<file path="src/inc/qmc_defines.svh">
// constants of the queue-mode and controller-vector front end
//
// Notes on behaviour
// [RQ1] Setting the queue start request bit makes the adapter set the queue started flag, bit 5 of the status word.
// [RQ2] Entering queued mode raises no interrupt of any kind; the host polls the flag.
// [RQ3] Successful flush-all completions and normal recovery events go out on the normal completion vector.
// [RQ4] The normal vector holds the vector number in bits 0-7 and the level in bits 8-10, used for every normal interrupt.
// [RQ5] Failed flush-all completions and recovery error events go out on the error completion vector.
// [RQ6] The error vector holds the vector number in bits 0-7 and the level in bits 8-10, used for every error interrupt.
// [RQ7] Flush-queue-and-report never resets the SCSI bus; only the reset-bus command does.
// [RQ8] The reset-on-active-command option of flush-work-queue is ignored.
// [RQ9] The total scatter/gather count is read from parameter block words 0x0C and 0x0D.
// [RQ10] Linked commands and commands to a nonzero logical unit are rejected.
// [RQ11] The backplane interrupter requests on any level 1 to 7 and gives its vector at acknowledge.
// [RQ12] The bus requester uses one of request levels 0 to 3, chosen statically.
// [RQ13] Both vectors keep their host-written number and level until the host rewrites them.
`ifndef QMC_DEFINES_SVH
`define QMC_DEFINES_SVH

// ----------------------------------------------------------------
// register byte offsets
// ----------------------------------------------------------------
`define QMC_OFF_CTRL     8'h00
`define QMC_OFF_RESP     8'h04
`define QMC_OFF_NVEC     8'h08
`define QMC_OFF_EVEC     8'h0C
`define QMC_OFF_SGCNT    8'h10
`define QMC_OFF_CFG      8'h14
`define QMC_OFF_ISTAT    8'h18
`define QMC_OFF_IMASK    8'h1C

// ----------------------------------------------------------------
// field positions
// ----------------------------------------------------------------
`define QMC_CTRL_QSTART  0
`define QMC_CTRL_GO      1
`define QMC_RESP_BUSY    0
`define QMC_RESP_QSTART  5
`define QMC_OP_FLUSH_ALL 4'h1
`define QMC_OP_FLUSH_RPT 4'h2
`define QMC_OP_FLUSH_WQ  4'h3
`define QMC_OP_BUS_RST   4'h4
`define QMC_OP_SCSI      4'h5
`define QMC_OP_SCSI_SG   4'h6
`define QMC_EV_FLUSH_OK  0
`define QMC_EV_FLUSH_ERR 1
`define QMC_EV_REJECT    2
`define QMC_EV_SG_DONE   3

// ----------------------------------------------------------------
// parameter block and reset values
// ----------------------------------------------------------------
`define QMC_PB_SG_HI     8'h0C
`define QMC_PB_SG_LO     8'h0D
`define QMC_VEC_RST      16'h0000
`define QMC_CFG_RST      8'h00
`define QMC_EV_W         4

`endif

</file>
<file path="src/inc/qmc_pkg.sv">
// types of the queue-mode and controller-vector front end
`default_nettype none
package qmc_pkg;
  typedef struct packed {
    logic        cyc;
    logic        stb;
    logic        we;
    logic [7:0]  adr;
    logic [3:0]  sel;
    logic [31:0] dat;
  } qmc_wb_req_t;

  typedef struct packed {
    logic [4:0] rsvd;
    logic [2:0] level;
    logic [7:0] number;
  } qmc_vec_t;

  // command word written to the control register; opcode kept clear of the start and go bits
  typedef struct packed {
    logic [18:0] rsvd;
    logic        bus_reset_on_active_cmd;
    logic [2:0]  lun;
    logic        linked;
    logic [3:0]  opcode;
    logic [3:0]  ctl;
  } qmc_cmd_t;

  typedef enum logic [1:0] {
    QMC_IDLE    = 2'b00,
    QMC_FLUSH   = 2'b01,
    QMC_SG_HI   = 2'b10,
    QMC_SG_LO   = 2'b11
  } qmc_state_t;
endpackage : qmc_pkg
`default_nettype wire

</file>
<file path="src/logic/qmc_top.sv">
// queue-mode command front end with controller completion vectors
`default_nettype none
`include "qmc_defines.svh"
module qmc_top (
  // clock and reset
  input  wire logic                 CLK,
  input  wire logic                 NRST,
  // wishbone slave
  input  wire qmc_pkg::qmc_wb_req_t WB_REQ,
  output logic                      WB_ACK,
  output logic [31:0]               WB_DAT_O,
  // adapter engine, same clock
  output logic                      FLUSH_REQ,
  output logic                      FLUSH_REPORT,
  output logic                      FLUSH_ALL,
  output logic                      BUS_RESET_REQ,
  output logic                      SCSI_CMD_REQ,
  input  wire logic                 FLUSH_DONE,
  input  wire logic                 FLUSH_ERR,
  input  wire logic                 REC_NORMAL,
  input  wire logic                 REC_ERROR,
  // parameter block reader, one cycle latency
  output logic                      PB_RD,
  output logic [7:0]                PB_ADDR,
  input  wire logic [15:0]          PB_DATA,
  // backplane interrupter and requester
  output logic [7:1]                VIRQ,
  output logic [7:0]                VIRQ_VECTOR,
  input  wire logic                 VIACK,
  output logic [1:0]                BUS_REQ_LEVEL,
  // local interrupt
  output logic                      INT
);
  import qmc_pkg::*;

  // ----------------------------------------------------------------
  // bus decode
  // ----------------------------------------------------------------
  logic       ack_r;
  logic [31:0] rdat_r;
  wire  req    = WB_REQ.cyc && WB_REQ.stb && !ack_r;
  wire  wr     = req && WB_REQ.we;
  wire  hit_ctrl  = WB_REQ.adr == `QMC_OFF_CTRL;
  wire  hit_nvec  = WB_REQ.adr == `QMC_OFF_NVEC;
  wire  hit_evec  = WB_REQ.adr == `QMC_OFF_EVEC;
  wire  hit_cfg   = WB_REQ.adr == `QMC_OFF_CFG;
  wire  hit_istat = WB_REQ.adr == `QMC_OFF_ISTAT;
  wire  hit_imask = WB_REQ.adr == `QMC_OFF_IMASK;
  wire  wr_ctrl  = wr && hit_ctrl && WB_REQ.sel[0];
  wire  wr_cfg   = wr && hit_cfg && WB_REQ.sel[0];
  wire  wr_istat = wr && hit_istat && WB_REQ.sel[0];
  wire  wr_imask = wr && hit_imask && WB_REQ.sel[0];
  qmc_cmd_t cmd;
  assign cmd = WB_REQ.dat;

  // ----------------------------------------------------------------
  // state
  // ----------------------------------------------------------------
  qmc_state_t state_r, state_nxt;
  logic       qstarted_r;
  logic [31:0] sgcnt_r, sgcnt_nxt;
  logic [7:0] cfg_r;
  logic [`QMC_EV_W-1:0] istat_r, istat_nxt, imask_r, ev;
  logic       npend_r, epend_r;
  qmc_vec_t   nvec, evec;
  logic       flush_rpt_r, flush_all_r;

  // ----------------------------------------------------------------
  // vectors
  // ----------------------------------------------------------------
  qmc_vec_reg u_nvec (
    .clk  (CLK),
    .nrst (NRST),
    .wr   (wr && hit_nvec),
    .be   (WB_REQ.sel[1:0]),
    .wdat (WB_REQ.dat[15:0]),
    .vec  (nvec)
  );

  qmc_vec_reg u_evec (
    .clk  (CLK),
    .nrst (NRST),
    .wr   (wr && hit_evec),
    .be   (WB_REQ.sel[1:0]),
    .wdat (WB_REQ.dat[15:0]),
    .vec  (evec)
  );

  // ----------------------------------------------------------------
  // command decode
  // ----------------------------------------------------------------
  wire go       = wr_ctrl && cmd[`QMC_CTRL_GO];
  wire idle     = state_r == QMC_IDLE;
  wire is_flush = cmd.opcode == `QMC_OP_FLUSH_ALL || cmd.opcode == `QMC_OP_FLUSH_RPT
               || cmd.opcode == `QMC_OP_FLUSH_WQ;
  wire is_scsi  = cmd.opcode == `QMC_OP_SCSI || cmd.opcode == `QMC_OP_SCSI_SG;
  // link and lun fields are checked before anything starts
  wire bad_scsi = is_scsi && (cmd.linked || cmd.lun != 3'h0);        // [RQ10]
  wire known    = is_flush || is_scsi || cmd.opcode == `QMC_OP_BUS_RST;
  wire accept   = go && idle && known && !bad_scsi;
  wire reject   = go && !(idle && known && !bad_scsi);               // [RQ10]

  // flush never drives the bus reset; the option bit is not looked at
  assign BUS_RESET_REQ = accept && cmd.opcode == `QMC_OP_BUS_RST;    // [RQ7] [RQ8]
  assign FLUSH_REQ     = accept && is_flush;
  assign SCSI_CMD_REQ  = accept && cmd.opcode == `QMC_OP_SCSI;
  assign FLUSH_REPORT  = flush_rpt_r;
  assign FLUSH_ALL     = flush_all_r;

  always_comb begin
    state_nxt = state_r;
    case (state_r)
      QMC_IDLE: begin
        if (accept && is_flush) begin
          state_nxt = QMC_FLUSH;
        end else if (accept && cmd.opcode == `QMC_OP_SCSI_SG) begin
          state_nxt = QMC_SG_HI;
        end
      end
      QMC_FLUSH: begin
        if (FLUSH_DONE) begin
          state_nxt = QMC_IDLE;
        end
      end
      QMC_SG_HI: state_nxt = QMC_SG_LO;
      QMC_SG_LO: state_nxt = QMC_IDLE;
      default:   state_nxt = QMC_IDLE;
    endcase
  end

  // ----------------------------------------------------------------
  // scatter/gather count fetch
  // ----------------------------------------------------------------
  // high word first, high word arrives while the second read, of the low word, is out
  assign PB_RD   = state_r == QMC_SG_HI || (accept && cmd.opcode == `QMC_OP_SCSI_SG);
  assign PB_ADDR = state_r == QMC_SG_HI ? `QMC_PB_SG_LO : `QMC_PB_SG_HI; // [RQ9]
  always_comb begin
    sgcnt_nxt = sgcnt_r;
    if (state_r == QMC_SG_HI) begin
      sgcnt_nxt[31:16] = PB_DATA;                                    // [RQ9]
    end else if (state_r == QMC_SG_LO) begin
      sgcnt_nxt[15:0] = PB_DATA;                                     // [RQ9]
    end
  end

  // ----------------------------------------------------------------
  // events; queue start is deliberately absent
  // ----------------------------------------------------------------
  wire flush_fin = state_r == QMC_FLUSH && FLUSH_DONE;
  wire all_fin   = flush_fin && flush_all_r;
  assign ev[`QMC_EV_FLUSH_OK]  = flush_fin && !FLUSH_ERR;
  assign ev[`QMC_EV_FLUSH_ERR] = flush_fin && FLUSH_ERR;
  assign ev[`QMC_EV_REJECT]    = reject;
  assign ev[`QMC_EV_SG_DONE]   = state_r == QMC_SG_LO;
  // set wins over a write-one clear in the same cycle
  assign istat_nxt = (istat_r & ~(wr_istat ? WB_REQ.dat[`QMC_EV_W-1:0] : 4'h0)) | ev;
  assign INT = |(istat_r & imask_r);                                 // [RQ2]

  // ----------------------------------------------------------------
  // controller interrupter
  // ----------------------------------------------------------------
  wire n_set = (all_fin && !FLUSH_ERR) || REC_NORMAL;                // [RQ3]
  wire e_set = (all_fin && FLUSH_ERR) || REC_ERROR;                  // [RQ5]
  // error is served first; its vector is picked at acknowledge time
  wire      serve_err = epend_r;
  qmc_vec_t act_vec;
  assign act_vec = serve_err ? evec : nvec;                          // [RQ4] [RQ6]
  wire      pend    = epend_r || npend_r;
  // level zero means the interrupter stays quiet
  genvar gl;
  for (gl = 1; gl <= 7; gl++) begin : g_virq
    assign VIRQ[gl] = pend && act_vec.level == 3'(gl);               // [RQ11]
  end
  assign VIRQ_VECTOR   = pend ? act_vec.number : 8'h00;              // [RQ11]
  assign BUS_REQ_LEVEL = cfg_r[1:0];                                 // [RQ12]

  // ----------------------------------------------------------------
  // registers
  // ----------------------------------------------------------------
  always_ff @(posedge CLK or negedge NRST) begin
    if (!NRST) begin
      state_r     <= QMC_IDLE;
      qstarted_r  <= 1'b0;
      sgcnt_r     <= 32'h00000000;
      cfg_r       <= `QMC_CFG_RST;
      istat_r     <= 4'h0;
      imask_r     <= 4'h0;
      npend_r     <= 1'b0;
      epend_r     <= 1'b0;
      flush_rpt_r <= 1'b0;
      flush_all_r <= 1'b0;
    end else begin
      state_r    <= state_nxt;
      sgcnt_r    <= sgcnt_nxt;
      istat_r    <= istat_nxt;
      qstarted_r <= qstarted_r || (wr_ctrl && cmd[`QMC_CTRL_QSTART]); // [RQ1]
      if (wr_cfg) begin
        cfg_r <= {6'h00, WB_REQ.dat[1:0]};                           // [RQ12]
      end
      if (wr_imask) begin
        imask_r <= WB_REQ.dat[`QMC_EV_W-1:0];
      end
      if (accept && is_flush) begin
        flush_rpt_r <= cmd.opcode == `QMC_OP_FLUSH_RPT;
        flush_all_r <= cmd.opcode != `QMC_OP_FLUSH_WQ;
      end
      npend_r <= n_set || (npend_r && !(VIACK && !serve_err));
      epend_r <= e_set || (epend_r && !(VIACK && serve_err));
    end
  end

  // ----------------------------------------------------------------
  // bus answer, one cycle after the request
  // ----------------------------------------------------------------
  logic [31:0] rsel;
  always_comb begin
    rsel = 32'h00000000;
    case (WB_REQ.adr)
      `QMC_OFF_RESP:  rsel = {26'h0, qstarted_r, 4'h0, !idle};      // [RQ1]
      `QMC_OFF_NVEC:  rsel = {16'h0000, nvec};
      `QMC_OFF_EVEC:  rsel = {16'h0000, evec};
      `QMC_OFF_SGCNT: rsel = sgcnt_r;
      `QMC_OFF_CFG:   rsel = {24'h000000, cfg_r};
      `QMC_OFF_ISTAT: rsel = {28'h0000000, istat_r};
      `QMC_OFF_IMASK: rsel = {28'h0000000, imask_r};
      default:        rsel = 32'h00000000;
    endcase
  end

  always_ff @(posedge CLK or negedge NRST) begin
    if (!NRST) begin
      ack_r  <= 1'b0;
      rdat_r <= 32'h00000000;
    end else begin
      ack_r  <= req;
      rdat_r <= req && !WB_REQ.we ? rsel : 32'h00000000;
    end
  end
  assign WB_ACK   = ack_r;
  assign WB_DAT_O = rdat_r;

  // ----------------------------------------------------------------
  // checks
  // ----------------------------------------------------------------
  property p_qstart_flag;
    @(posedge CLK) disable iff (!NRST)
    (wr_ctrl && cmd[`QMC_CTRL_QSTART]) |=> qstarted_r [*3];
  endproperty
  a_qstart_flag: assert property (p_qstart_flag) else $error("queue flag not set"); // [RQ1]

  property p_qstart_quiet;
    @(posedge CLK) disable iff (!NRST)
    (wr_ctrl && cmd[`QMC_CTRL_QSTART] && !go && istat_r == 4'h0 && !pend && !ev[`QMC_EV_FLUSH_OK]
     && !ev[`QMC_EV_FLUSH_ERR] && !ev[`QMC_EV_SG_DONE] && !REC_NORMAL && !REC_ERROR) |=> (!INT && !pend);
  endproperty
  a_qstart_quiet: assert property (p_qstart_quiet) else $error("queue start raised interrupt"); // [RQ2]

  property p_norm_vec;
    @(posedge CLK) disable iff (!NRST)
    (all_fin && !FLUSH_ERR && !epend_r && !e_set) |=> (VIRQ_VECTOR == nvec.number);
  endproperty
  a_norm_vec: assert property (p_norm_vec) else $error("normal completion used wrong vector"); // [RQ3]

  property p_norm_level;
    @(posedge CLK) disable iff (!NRST)
    (npend_r && !epend_r && nvec.level != 3'h0) |-> VIRQ[nvec.level];
  endproperty
  a_norm_level: assert property (p_norm_level) else $error("normal level not driven"); // [RQ4]

  property p_err_vec;
    @(posedge CLK) disable iff (!NRST)
    e_set |=> (VIRQ_VECTOR == evec.number);
  endproperty
  a_err_vec: assert property (p_err_vec) else $error("error completion used wrong vector"); // [RQ5]

  property p_err_level;
    @(posedge CLK) disable iff (!NRST)
    (epend_r && evec.level != 3'h0) |-> (VIRQ == 7'(1 << (evec.level - 3'h1)));
  endproperty
  a_err_level: assert property (p_err_level) else $error("error level not one-hot"); // [RQ6]

  property p_no_flush_reset;
    @(posedge CLK) disable iff (!NRST)
    FLUSH_REQ |-> !BUS_RESET_REQ;
  endproperty
  a_no_flush_reset: assert property (p_no_flush_reset) else $error("flush reset the bus"); // [RQ7] [RQ8]

  property p_sg_words;
    @(posedge CLK) disable iff (!NRST)
    (state_r == QMC_SG_HI) |-> ($past(PB_ADDR) == `QMC_PB_SG_HI && PB_ADDR == `QMC_PB_SG_LO) ##2 idle;
  endproperty
  a_sg_words: assert property (p_sg_words) else $error("count words fetched wrong"); // [RQ9]

  property p_reject_link;
    @(posedge CLK) disable iff (!NRST)
    (go && bad_scsi && idle) |-> !SCSI_CMD_REQ ##1 istat_r[`QMC_EV_REJECT] && idle;
  endproperty
  a_reject_link: assert property (p_reject_link) else $error("linked or lun command accepted"); // [RQ10]

  property p_virq_zero;
    @(posedge CLK) disable iff (!NRST)
    (!pend || act_vec.level == 3'h0) |-> VIRQ == 7'h00;
  endproperty
  a_virq_zero: assert property (p_virq_zero) else $error("interrupter active without level"); // [RQ11]

  property p_req_static;
    @(posedge CLK) disable iff (!NRST)
    !wr_cfg |=> $stable(BUS_REQ_LEVEL);
  endproperty
  a_req_static: assert property (p_req_static) else $error("requester level moved"); // [RQ12]

  property p_vec_hold;
    @(posedge CLK) disable iff (!NRST)
    !(wr && (hit_nvec || hit_evec)) |=> $stable(nvec) && $stable(evec);
  endproperty
  a_vec_hold: assert property (p_vec_hold) else $error("vector changed without write"); // [RQ13]
endmodule : qmc_top
`default_nettype wire

</file>
<file path="src/logic/qmc_vec_reg.sv">
// host-programmed completion vector register
`default_nettype none
`include "qmc_defines.svh"
module qmc_vec_reg (
  // clock and reset
  input  wire logic             clk,
  input  wire logic             nrst,
  // write port
  input  wire logic             wr,
  input  wire logic [1:0]       be,
  input  wire logic [15:0]      wdat,
  // held value
  output qmc_pkg::qmc_vec_t     vec
);
  import qmc_pkg::*;
  qmc_vec_t vec_r;
  qmc_vec_t vec_nxt;

  // only host writes change it; reserved bits stay zero
  assign vec_nxt.number = (wr && be[0]) ? wdat[7:0] : vec_r.number;  // [RQ13]
  assign vec_nxt.level  = (wr && be[1]) ? wdat[10:8] : vec_r.level;  // [RQ13]
  assign vec_nxt.rsvd   = 5'h00;

  always_ff @(posedge clk or negedge nrst) begin
    if (!nrst) begin
      vec_r <= `QMC_VEC_RST;
    end else begin
      vec_r <= vec_nxt;
    end
  end

  assign vec = vec_r;
endmodule : qmc_vec_reg
`default_nettype wire
</file>
<file path="config.mk">
export PLATFORM = sky130hd
export DESIGN_NAME = qmc_top
export DESIGN_NICKNAME = d
export VERILOG_FILES = /design/src/inc/qmc_pkg.sv /design/src/logic/qmc_top.sv /design/src/logic/qmc_vec_reg.sv
export VERILOG_INCLUDE_DIRS = /design/src /design/src/inc
export SDC_FILE = /design/constraint.sdc
export NUM_CORES = 1
export LEC_CHECK = 0
export BUFFER_PORTS_ARGS = -buffer_cell sky130_fd_sc_hd__buf_2
export CORE_ASPECT_RATIO = 0.75
export CORE_MARGIN = 3
export CORE_UTILIZATION = 30
export CTS_CLUSTER_SIZE = 40
export DETAILED_ROUTE_END_ITERATION = 16
export PLACE_DENSITY = 0.63
export SYNTH_ARGS = -nofsm -noshare
export SYNTH_HDL_FRONTEND = slang
export SYNTH_SLANG_ARGS = --single-unit
</file>
<file path="constraint.sdc">
create_clock -name CLK -period 2.1 [get_ports CLK]
set_input_delay 0.21 -clock CLK [delete_from_list [all_inputs] [get_ports CLK]]
set_output_delay 0.21 -clock CLK [all_outputs]
set_load 0.01 [all_outputs]
</file>
==> flow_summary.yaml <==
clock_tree:
  max-clock-path-buffers: 2
  clk_pin_slew_ns: 0.07
  tritoncts_clock_tree: "done"
  numCtsBuffers: 9
  clock_tree.htree_level_count: 3
  insertion_delay_ns: 0.34
  numClockSinks: 104
  clockRootBuffer: "sky130_fd_sc_hd__clkbuf_16"
setup_path:
  cp_slowest_stage_delay_ns: 0.58
  r2r_setup_slack_ns: 0.27
  largest_driver_fanout_on_the_critical_path: 4
  critical_path_source_type: "input port"
  arrival_ns: 1.85
  slowest_cell_on_crit_path: "sky130_fd_sc_hd__or4_4"
  critical_path.reg2reg.endpoint: "imask_r[0]"
  crit_end: "SCSI_CMD_REQ"
  timing.rr.start: "WB_ACK"
  worst_ep_required_time_ns: 1.89
  cp-startpoint: "WB_REQ[37]"
  timing.reg2reg.worst_path_depth: 5
  cp_cell_sequence: "buf_2, or4_4, nor4_4, buf_4, nand2_2, nor3b_2, buf_2"
  crit_path_end_kind: "output pin"
  critical_path.most_common_cell: "sky130_fd_sc_hd__buf_2"
  setup.worst_path.class: "input port to output pin"
timing:
  finalHoldWorstSlack_ns: 0.0562
  hold_viol_final: 0
  setup_tns_ns: 0
  max_slew_margin: 0.591
  final_max_slew_viol_count: 0
  timing.final.crit_share: 0.979
  grt_setup_unrepaired: "yes"
  finalSetupViolations: 0
  layout_setup_ws_ns: 0.0439
  maxClockFrequency_mhz: 486
  final.setup_skew_ns: 0.00476
  transition_at_the_pin_with_the_smallest_max_transition_slack_ns: 0.609
  final.min_clock_period_ns: 2.06
synthesis:
  yosys_warnings: 0
  synth_compound_gate_area_share: 0.0719
  yosys.area_share.simple: 0.163
  synthCells: 387
  post_synth.cell_area_avg_um2: 12.1
  synth-edff-count: 0
  synth_adder_area_share: 0.00240
  yosysUniqueCellTypes: 57
  async_flop_share: 1.00
  synthesis.area_um2: 4700
  ys_ff_latch: 104
  synth_seq_area_share: 0.554
  synth_top_area_cell: "sky130_fd_sc_hd__dfrtp_1"
  synth_top_family_by_area: "multiplexers"
  post_synth_mux_area_share: 0.171
  yosys.area_share.xor_xnor: 0
  synth_flop_cell: "sky130_fd_sc_hd__dfrtp_1"
  synth_largest_type_area_fraction: 0.554
  synth.area.top_cells: "sky130_fd_sc_hd__dfrtp_1 55%, sky130_fd_sc_hd__mux2_2 15%, sky130_fd_sc_hd__nand2_1 3.0%, sky130_fd_sc_hd__and3_1 2.8%, sky130_fd_sc_hd__nor2_1 1.6%"
routing:
  drt.antenna.violating_nets: 0
  post_drt_via_cell_ratio: 4.88
  drt-total-wl_mm: 12.8
  dr_total_vias: 3517
  drt-wirelength-per-cell_um: 17.7
  drt-initial-drc-count: 166
  drt_pre_antenna_iters: 4
  drt_drc_violations_left: 0
floorplan:
  floorplan.io_pins: 135
  floorplan.rows: 38
  core_um2: 14900
  floorplan.die.width_um: 151
  floorplan.initialDensity: 0.316
  die_y_um: 114
  dieArea_um2: 17200
pwr:
  p_leak_nw: 3.04
  post-layout-total-power_mw: 3.93
  peakVddDrop_mv: 0.374
  cellPowerDensity_nw_per_um2: 660
final_layout:
  antennaDiodeCount: 0
  post_route_cells_drive_above_1_share: 0.472
  areaGrowthSynthToFinish_pct: 26.6
  nets: 586
  commonest_cells_after_routing_fill_and_taps_aside: "104 x sky130_fd_sc_hd__dfrtp_1, 104 x sky130_fd_sc_hd__buf_2, 64 x sky130_fd_sc_hd__mux2_2, 37 x sky130_fd_sc_hd__nand2_1, 35 x sky130_fd_sc_hd__buf_4"
outcome:
  status: "completed"
placement:
  place.port_buffers: 105
  dp_hpwl_mm: 9.77
  globalplace.congestion: 0.872
  place_ws_ns: 0.0833
grt:
  grt_antenna_before_repair: 1
  groute.usage.overall: 0.150
  use_met2: 0.224
  grt_util_met1: 0.225
  grt.overflow.total: 0
  maximum_number_of_pins_on_one_net_before_global_route_repair: 50
  first_global_vias: 3665
  groute.layer.met3.usage: 0.0348
  busiest_layer: "met1"
  grt_first_pass_wirelength_mm: 19.8
hold_path:
  timing.hold.worst.start: "REC_NORMAL"
  worst_hold_path_type: "input port to flop"
job:
  drv_cap: 0
worst min-delay path by stage:
| stage | to | cells after the start |
|---|---|---|
| after floorplan | FLUSH_ALL | 0 |
| after global placement | WB_DAT_O[1] | 1 |
| after detailed placement | WB_DAT_O[0] | 1 |
| after CTS | npend_r | 2 |
| after global routing | npend_r | 2 |
| final | npend_r | 2 |
cell usage after synthesis, types with 2 or more instances:
cell type                  count
sky130_fd_sc_hd__nand2_1      37
sky130_fd_sc_hd__inv_1         5
sky130_fd_sc_hd__or4_4         2
sky130_fd_sc_hd__buf_4         7
sky130_fd_sc_hd__dfrtp_1     104
sky130_fd_sc_hd__nor3_1        6
sky130_fd_sc_hd__a211oi_1      2
sky130_fd_sc_hd__nand3_1       5
sky130_fd_sc_hd__a21boi_0      2
sky130_fd_sc_hd__nor3b_1       3
sky130_fd_sc_hd__o21ai_0      10
sky130_fd_sc_hd__nor2_2        2
sky130_fd_sc_hd__clkbuf_1     15
sky130_fd_sc_hd__nor4_2        3
sky130_fd_sc_hd__mux2i_1       7
sky130_fd_sc_hd__o21bai_1      3
sky130_fd_sc_hd__conb_1        2
sky130_fd_sc_hd__nor2_1       20
sky130_fd_sc_hd__nor3b_2       2
sky130_fd_sc_hd__nor2b_1       2
sky130_fd_sc_hd__a22oi_1       5
sky130_fd_sc_hd__a221oi_1      2
sky130_fd_sc_hd__a21o_1        2
sky130_fd_sc_hd__and2_1        2
sky130_fd_sc_hd__nand3b_1      2
sky130_fd_sc_hd__a222oi_1      4
sky130_fd_sc_hd__nor4b_2       2
sky130_fd_sc_hd__a31oi_1       5
sky130_fd_sc_hd__nor4_1        4
sky130_fd_sc_hd__a21oi_1       6
sky130_fd_sc_hd__and3_1       21
sky130_fd_sc_hd__mux2_2       64
sky130_fd_sc_hd__buf_2         5
per-stage QoR:
| step | cells | instance area, um2 | util |
|---|---|---|---|
| 3_5_place_dp | 701 | 5600 | 0.377 |
| 5_1_grt | 721 | 5950 | 0.400 |
| 6_report | 721 | 5950 | 0.400 |
| 2_1_floorplan | 392 | 4720 | - |
| 3_3_place_gp | 701 | 5600 | 0.377 |
| 4_1_cts | 718 | 5920 | 0.398 |
layer usage:
metal	wire length (um)	share of wire
met5	7	0.00055
met4	69	0.0054
met3	767	0.060
met2	5510	0.43
met1	6400	0.50
sequential cells by signal, summed over array words and instances, names as in the netlist:
name and cells:
istat_r 4, epend_r 1, sgcnt_r 32, imask_r 4, npend_r 1, u_evec.vec 11, WB_DAT_O 32, FLUSH_ALL 1
WB_ACK 1, cfg_r 2, FLUSH_REPORT 1, state_r 2, qstarted_r 1, u_nvec.vec 11
power by group:
| group | internal, mW | total, mW | switching [mW] |
|---|---|---|---|
| Sequential | 2.02 | 2.05 | 0.0234 |
| Combinational | 0.102 | 0.258 | 0.156 |
| Clock | 0.830 | 1.62 | 0.790 |
worst max-delay path, delay by kind of cell:
kind | cells | cell delay (ns)
buf+inv | 3 | 0.47
simple gates | 4 | 1.15
logic make-up after synthesis:
group                      Yosys count
other                                2
muxes                               72
AOI/OAI and AO/OA                   48
buffers and inverters               33
and+or+nand+nor                    127
DFF                                104
adders and majority gates            1
area by class of cell:
type | instances | area (um2)
fill | 1449 | 8930
clock inverter | 7 | 63.8
timing repair buffer | 141 | 813
multi-input combinational | 255 | 1980
tap | 200 | 250
sequential | 104 | 2600
inverter | 5 | 18.8
clock buffer | 9 | 225
what timing repair did:
item / 4_1_cts / 5_1_grt
buffers inserted: 0 / 3
pin swaps: 0 / 1
hold buffers: 1 / 0
hold endpoints to repair: 43 / 0
setup endpoints to repair: 2 / 3
gates resized for setup: 2 / 2
No activity file was read; power rests on OpenSTA's default activity.
